==> config.mk <==
export PLATFORM = sky130hd
export DESIGN_NAME = mptb_top
export DESIGN_NICKNAME = d
export VERILOG_FILES = /design/src/mptb_pkg.sv /design/src/mptb_top.sv
export SDC_FILE = /design/constraint.sdc
export NUM_CORES = 1
export LEC_CHECK = 0
export ABC_AREA = 1
export BUFFER_PORTS_ARGS = -buffer_cell sky130_fd_sc_hd__buf_2
export CAP_MARGIN = 30
export CORE_UTILIZATION = 35
export CTS_BUF_LIST = sky130_fd_sc_hd__clkbuf_4 sky130_fd_sc_hd__clkbuf_8 sky130_fd_sc_hd__clkbuf_16
export DETAILED_ROUTE_END_ITERATION = 10
export PLACE_DENSITY_LB_ADDON = 0.12
export SYNTH_ARGS = -nofsm -noshare
export SYNTH_HDL_FRONTEND = slang
export SYNTH_SLANG_ARGS = --single-unit
==> constraint.sdc <==
create_clock -name CLK -period 10.47 [get_ports CLK]
set_input_delay 0 -clock CLK [delete_from_list [all_inputs] [get_ports CLK]]
set_output_delay 0 -clock CLK [all_outputs]
set_load 0.1 [all_outputs]
==> src/mptb_pkg.sv <==
// package for the motor pwm time base: register map, fields, modes
// Operation
// 15-bit counter with prescaler and postscaler, readable
// counter bit 15 reads direction, down is one
// enable starts and stops; clear keeps counter value
// counter equals period: wrap or reverse next tick
// zero period stops counter and all events
// zero active period blocks transfer; disable first
// two-bit mode field selects four modes
// interrupts follow mode and postscale fields
// free-running counts to period, wraps, repeats
// free-running event per wrap, postscaled
// single-shot wraps once, hardware clears enable
// single-shot one event, postscaler ignored
// four duty generators, eight complementary outputs
// up/down reverses at period, event at zero
// double-update events at zero and period match
// prescaler 1:1, 1:4, 1:16, 1:64
// four-bit postscaler divides 1:1 to 1:16
// reset clears counter, direction, enable, mode, postscale
package mptb_pkg;
  localparam logic [7:0] ADDR_CTRL   = 8'h00;
  localparam logic [7:0] ADDR_CNT    = 8'h04;
  localparam logic [7:0] ADDR_PER    = 8'h08;
  localparam logic [7:0] ADDR_STAT   = 8'h0c;
  localparam logic [7:0] ADDR_MASK   = 8'h10;
  localparam logic [7:0] ADDR_DUTY0  = 8'h14;
  localparam int         NUM_DUTY    = 4;
  localparam int         CNT_W       = 15;
  localparam int         DIR_BIT     = 15;
  localparam logic [14:0] CNT_RESET  = 15'h0000;
  localparam logic [14:0] PER_RESET  = 15'h0000;
  localparam logic [14:0] DUTY_RESET = 15'h0000;
  localparam logic [5:0] PRESC_TERM1  = 6'h00;
  localparam logic [5:0] PRESC_TERM4  = 6'h03;
  localparam logic [5:0] PRESC_TERM16 = 6'h0f;
  localparam logic [5:0] PRESC_TERM64 = 6'h3f;

  typedef enum logic [1:0] {
    MPTB_FREE   = 2'h0,
    MPTB_SINGLE = 2'h1,
    MPTB_UPDN   = 2'h2,
    MPTB_DBL    = 2'h3
  } mptb_mode_t;

  // control word, bit 15 enable, 7:4 postscale, 3:2 prescale, 1:0 mode
  typedef struct packed {
    logic       time_base_enable;
    logic [6:0] rsvd;
    logic [3:0] interrupt_postscale_select;
    logic [1:0] input_prescale_select;
    mptb_mode_t time_base_mode_select;
  } mptb_ctrl_t;

  localparam mptb_ctrl_t CTRL_RESET = 16'h0000;
endpackage

==> src/mptb_top.sv <==
// motor pwm time base with apb registers, interrupt and duty outputs
//
// The address map and the APB interface to the registers are this design's own decisions.
`timescale 1ns/10ps
`default_nettype none
module mptb_top
  import mptb_pkg::*;
(
  input  wire logic        CLK,
  input  wire logic        RST_N,
  input  wire logic        PSEL,
  input  wire logic        PENABLE,
  input  wire logic        PWRITE,
  input  wire logic [7:0]  PADDR,
  input  wire logic [31:0] PWDATA,
  output var  logic [31:0] PRDATA,
  output var  logic        PREADY,
  output var  logic        PSLVERR,
  output var  logic        IRQ,
  output var  logic [3:0]  PWM_HIGH,
  output var  logic [3:0]  PWM_LOW
);
  logic              rst_meta_reg;
  logic              rst_n;
  mptb_ctrl_t        ctrl_reg;
  logic [14:0]       cnt_reg;
  logic [14:0]       cnt_next;
  logic              dir_reg;
  logic              dir_next;
  logic [14:0]       per_buf_reg;
  logic [14:0]       per_act_reg;
  logic [5:0]        presc_reg;
  logic [3:0]        post_reg;
  logic              stat_reg;
  logic              stat_next;
  logic              mask_reg;
  logic [14:0]       duty_reg [NUM_DUTY];
  logic              acc;
  logic              wr;
  logic              wr_ctrl;
  logic              wr_cnt;
  logic              tick;
  logic              run;
  logic              match;
  logic              ev_raw;
  logic              ev_post;
  logic              ev;
  logic              hw_stop;
  logic [5:0]        presc_term;
  logic              mapped;
  logic [31:0]       rd_data;

  // reset released through two flops
  always_ff @(posedge CLK or negedge RST_N) begin
    if (!RST_N) begin
      rst_meta_reg <= 1'b0;
      rst_n        <= 1'b0;
    end else begin
      rst_meta_reg <= 1'b1;
      rst_n        <= rst_meta_reg;
    end
  end

  // apb decode; write lands at the access edge with pready high
  assign acc     = PSEL && PENABLE && PREADY;
  assign wr      = acc && PWRITE;
  assign wr_ctrl = wr && (PADDR == ADDR_CTRL);
  assign wr_cnt  = wr && (PADDR == ADDR_CNT);

  always_comb begin
    mapped  = 1'b1;
    rd_data = 32'h0000_0000;
    unique case (PADDR)
      ADDR_CTRL: rd_data = {16'h0000, ctrl_reg};
      ADDR_CNT:  rd_data = {16'h0000, dir_reg, cnt_reg};
      ADDR_PER:  rd_data = {17'h00000, per_buf_reg};
      ADDR_STAT: rd_data = {31'h00000000, stat_reg};
      ADDR_MASK: rd_data = {31'h00000000, mask_reg};
      8'h14:     rd_data = {17'h00000, duty_reg[0]};
      8'h18:     rd_data = {17'h00000, duty_reg[1]};
      8'h1c:     rd_data = {17'h00000, duty_reg[2]};
      8'h20:     rd_data = {17'h00000, duty_reg[3]};
      default:   mapped  = 1'b0;
    endcase
  end

  // zero wait states: ready is raised in the setup cycle's wake
  always_ff @(posedge CLK or negedge rst_n) begin
    if (!rst_n) begin
      PREADY  <= 1'b0;
      PRDATA  <= 32'h0000_0000;
      PSLVERR <= 1'b0;
    end else begin
      PREADY  <= PSEL && !PENABLE;
      PSLVERR <= PSEL && !PENABLE && !mapped;
      if (PSEL && !PENABLE && !PWRITE) begin
        PRDATA <= rd_data;
      end
    end
  end

  // prescaler; cleared on counter or control writes
  always_comb begin
    unique case (ctrl_reg.input_prescale_select)
      2'h0: presc_term = PRESC_TERM1;
      2'h1: presc_term = PRESC_TERM4;
      2'h2: presc_term = PRESC_TERM16;
      2'h3: presc_term = PRESC_TERM64;
    endcase
  end

  assign tick = (presc_reg == presc_term);

  always_ff @(posedge CLK or negedge rst_n) begin
    if (!rst_n) begin
      presc_reg <= 6'h00;
    end else if (wr_ctrl || wr_cnt || !ctrl_reg.time_base_enable || tick) begin
      presc_reg <= 6'h00;
    end else begin
      presc_reg <= presc_reg + 6'h01;
    end
  end

  // zero active period freezes the counter and its events
  assign run   = ctrl_reg.time_base_enable && tick && (per_act_reg != 15'h0000);
  assign match = (cnt_reg == per_act_reg);

  always_comb begin
    cnt_next = cnt_reg;
    dir_next = dir_reg;
    ev_raw   = 1'b0;
    ev_post  = 1'b0;
    hw_stop  = 1'b0;
    if (run) begin
      unique case (ctrl_reg.time_base_mode_select)
        MPTB_FREE, MPTB_SINGLE: begin
          dir_next = 1'b0;
          if (match) begin
            cnt_next = 15'h0000;
            if (ctrl_reg.time_base_mode_select == MPTB_SINGLE) begin
              hw_stop = 1'b1;
              ev_raw  = 1'b1;
            end else begin
              ev_post = 1'b1;
            end
          end else begin
            cnt_next = cnt_reg + 15'h0001;
          end
        end
        MPTB_UPDN, MPTB_DBL: begin
          if (!dir_reg && match) begin
            dir_next = 1'b1;
            cnt_next = cnt_reg - 15'h0001;
            ev_raw   = (ctrl_reg.time_base_mode_select == MPTB_DBL);
          end else if (dir_reg && cnt_reg == 15'h0001) begin
            cnt_next = 15'h0000;
            if (ctrl_reg.time_base_mode_select == MPTB_DBL) begin
              ev_raw = 1'b1;
            end else begin
              ev_post = 1'b1;
            end
          end else if (dir_reg && cnt_reg == 15'h0000) begin
            dir_next = 1'b0;
            cnt_next = 15'h0001;
          end else if (dir_reg) begin
            cnt_next = cnt_reg - 15'h0001;
          end else begin
            cnt_next = cnt_reg + 15'h0001;
          end
        end
      endcase
    end
  end

  // postscaler divides only the free-running and up/down events
  assign ev = ev_raw || (ev_post && post_reg == ctrl_reg.interrupt_postscale_select);

  always_ff @(posedge CLK or negedge rst_n) begin
    if (!rst_n) begin
      post_reg <= 4'h0;
    end else if (wr_ctrl || wr_cnt || ev) begin
      post_reg <= 4'h0;
    end else if (ev_post) begin
      post_reg <= post_reg + 4'h1;
    end
  end

  always_ff @(posedge CLK or negedge rst_n) begin
    if (!rst_n) begin
      cnt_reg <= CNT_RESET;
      dir_reg <= 1'b0;
    end else if (wr_cnt) begin
      cnt_reg <= PWDATA[14:0];
      dir_reg <= dir_next;
    end else begin
      cnt_reg <= cnt_next;
      dir_reg <= dir_next;
    end
  end

  // software write beats a same-cycle hardware stop
  always_ff @(posedge CLK or negedge rst_n) begin
    if (!rst_n) begin
      ctrl_reg <= CTRL_RESET;
    end else if (wr_ctrl) begin
      ctrl_reg      <= PWDATA[15:0];
      ctrl_reg.rsvd <= 7'h00;
    end else if (hw_stop) begin
      ctrl_reg.time_base_enable <= 1'b0;
    end
  end

  // period buffer moves to the active copy at wrap, zero, or disable
  always_ff @(posedge CLK or negedge rst_n) begin
    if (!rst_n) begin
      per_buf_reg <= PER_RESET;
      per_act_reg <= PER_RESET;
    end else begin
      if (wr && PADDR == ADDR_PER) begin
        per_buf_reg <= PWDATA[14:0];
      end
      if (!ctrl_reg.time_base_enable) begin
        per_act_reg <= per_buf_reg;
      end else if (per_act_reg != 15'h0000 && run && cnt_next == 15'h0000) begin
        per_act_reg <= per_buf_reg;
      end
    end
  end

  // sticky event flag, write one to clear, set wins
  assign stat_next = ev || (stat_reg && !(wr && PADDR == ADDR_STAT && PWDATA[0]));

  always_ff @(posedge CLK or negedge rst_n) begin
    if (!rst_n) begin
      stat_reg <= 1'b0;
      mask_reg <= 1'b0;
      IRQ      <= 1'b0;
    end else begin
      stat_reg <= stat_next;
      if (wr && PADDR == ADDR_MASK) begin
        mask_reg <= PWDATA[0];
      end
      IRQ <= stat_next && ((wr && PADDR == ADDR_MASK) ? PWDATA[0] : mask_reg);
    end
  end

  // duty generators; low side is always the complement
  for (genvar g = 0; g < NUM_DUTY; g++) begin : g_duty
    always_ff @(posedge CLK or negedge rst_n) begin
      if (!rst_n) begin
        duty_reg[g] <= DUTY_RESET;
        PWM_HIGH[g] <= 1'b0;
        PWM_LOW[g]  <= 1'b1;
      end else begin
        if (wr && PADDR == ADDR_DUTY0 + 8'(4 * g)) begin
          duty_reg[g] <= PWDATA[14:0];
        end
        PWM_HIGH[g] <= ctrl_reg.time_base_enable && (cnt_reg < duty_reg[g]);
        PWM_LOW[g]  <= !(ctrl_reg.time_base_enable && (cnt_reg < duty_reg[g]));
      end
    end
  end

  logic free_wrap;
  logic updn_turn;
  assign free_wrap = run && ctrl_reg.time_base_mode_select == MPTB_FREE && match && !wr_cnt;
  assign updn_turn = run && ctrl_reg.time_base_mode_select == MPTB_UPDN && !dir_reg && match;
endmodule // mptb_top
`default_nettype wire

==> impl_metrics.ini <==
[placed_design]
routabilityCongestion = 0.869
place_hpwl_um = 22700
io_buffers = 55

[timing]
fin_crit_ns = 3.57
min_period_over_period = 0.341
maxSlewViolCount = 0
worst_pin_slew_ns = 0.937
slew_headroom = 0.374
fin_skew_ns = 0.0194
whs_ns = 0.0692
setup_viol = 0
grt_setup_unrepaired = false
fmax_ghz = 0.280
setup-tns-final_ns = 0
hold_viol = 0

[clock_network]
clockBufferDepth = 2
cts_resized = 0
numClockSinks = 156
cts_tree = done
clk_pin_slew_ns = 0.07
cts_setup_buffers = 0
h-tree-depth = 4
cts_buffers = 17
insertion_delay_ns = 0.44
clockRootBuffer = clkbuf_16

[worst_hold_path]
min_path_type = in -> reg

[routing]
vias_per_cell = 5.00
via_count = 8837
first_pass_iters = 5
wl_um = 30500
drc = 0
drt_iter0_markers = 554
ant_nets = 0
drt-wirelength-per-cell_um = 17.2

[run_status]
outcome = finished, final reports clean

[final_layout]
antennaDiodeCount = 0
final_common_cell = nand2_1
area_delta_synth_final_pct = 14.1
fillCellCount = 2870
nets = 1489
final_cell_mix = nand2_1, inv_1, dfrtp_1, o21ai_0, nor2_1
largest_register_ff_count = 60
drive_gt1_frac = 0.0881

[setup_path]
cp.arrival_ns = 3.89
crit_fanout = 16
start_kind = flop
cp-end-kind = flop
crit_type = reg -> reg
cp_data_required_time_ns = 10.78

[power_and_ir_drop]
ir_worst_vdd_mv = 0.0718
p_leak_nw = 5.44
p_per_area_nw_per_um2 = 122

[floorplanning]
fp-row-count = 60
fp.dieH_um = 169
io_pins = 88
die_x_um = 169
fp.dieArea_um2 = 28600
start_util = 0.360
coreArea_um2 = 27200

[yosys]
synth_ff_type = dfrtp_1
synth_edf_count = 0
syn_area_um2 = 9780
ys_ff_latch = 156
syn_inst = 1330
ys_warn_count = 0
synth-async-reset-ratio = 1.00
syn_area_per_cell_um2 = 7.35
yosysUniqueCellTypes = 46
yosysSeqAreaShare = 0.400

[global_routing]
grt_pass1_vias = 8481
track_usage = 0.224
grt_max_degree = 56
grt_pass1_wl_um = 48500
antenna_found_initial = 0
grt.overflow.total = 0

[run]
maxCapViolations = 0
[synth_stat cells, types with 25 or more instances]
library cell / instances / area share
nand2_1: 415 / 0.16
clkbuf_1: 29 / 0.011
a21oi_1: 37 / 0.019
o21ai_0: 121 / 0.062
o22ai_1: 25 / 0.016
nor3_1: 25 / 0.013
nor2_1: 74 / 0.028
nand3_1: 68 / 0.035
dfrtp_1: 152 / 0.39
inv_1: 161 / 0.062
ha_1: 61 / 0.078
[per-stage QoR]
stage	area [µm²]	utilization	cells	worst slack (ns)	power, mW
floorplan	9840	-	1345	5.81	0.683
global placement	10300	0.378	1713	6.90	0.702
detailed placement	10300	0.379	1714	6.89	0.703
CTS	11100	0.409	1766	6.87	1.37
global route	11200	0.411	1768	6.58	1.40
finish	11200	0.411	1768	6.90	1.36
[logic make-up after synthesis]
logic type,synth area share
buf+inv,0.102
compound gates,0.136
simple gates,0.265
flops,0.400
other cells,0.000768
xor+xnor,0.0179
fa+ha+maj,0.0780
[worst paths after layout]
kind / startpoint / to / slack (ns) / cells past startpoint
max reg2reg: cnt_reg[11] / per_act_reg[4] / 6.90 / 19
max: cnt_reg[11] / per_act_reg[4] / 6.90 / 19
min in group asynchronous: rst_n / PRDATA[1] / 0.38 / 0
min: PWRITE / PRDATA[1] / 0.07 / 4
max in group asynchronous: rst_n / duty_reg[42] / 8.20 / 2
min reg2reg: rst_meta_reg / rst_n / 0.35 / 0
[area by class of cell]
cell class	count	area, µm²	share of cell area
multi-input cells	950	4930	0.442
flip-flops and latches	156	3910	0.351
inverters	176	661	0.0592
repair buffers	82	576	0.0516
well taps	372	465	0.0417
clock buffers	17	425	0.0381
clock inverters	15	193	0.0173
[routing by layer]
metal	share of wire	track usage	vias up
li1	-	-	4396
met1	0.49	0.327	4204
met2	0.45	0.346	203
met3	0.042	0.0292	34
met4	0.017	0.0584	0
met5	0	0	-
[report_power, final]
part / internal, mW / switching [mW]
registers: 0.606 / 0.00772
clock network: 0.366 / 0.295
logic: 0.0172 / 0.0653
total: 0.989 / 0.368
[repair_timing]
| item | in CTS | in global routing |
|---|---|---|
| endpoints found under the setup margin | 0 | 0 |
| hold buffers | 20 | 0 |
| hold endpoints to repair | 43 | 0 |
[worst max-delay path, stage by stage (launching register included)]
cell and delay, ns:
dfrtp_1 0.71, inv_1 0.26, nand2_1 0.11, nand2_1 0.05, nor2_1 0.09, nand2_1 0.06
nor2_2 0.22, nand3_1 0.55, nand2_1 0.20, nand3_1 0.09, nand2_1 0.06, nand2_1 0.07
nand2_1 0.07, clkinv_1 0.09, nand2_1 0.08, nor2_1 0.06, nand2_2 0.28, nand2_4 0.21
nand2_1 0.11, nand2_1 0.05
No activity file was read; power rests on OpenSTA's default activity.
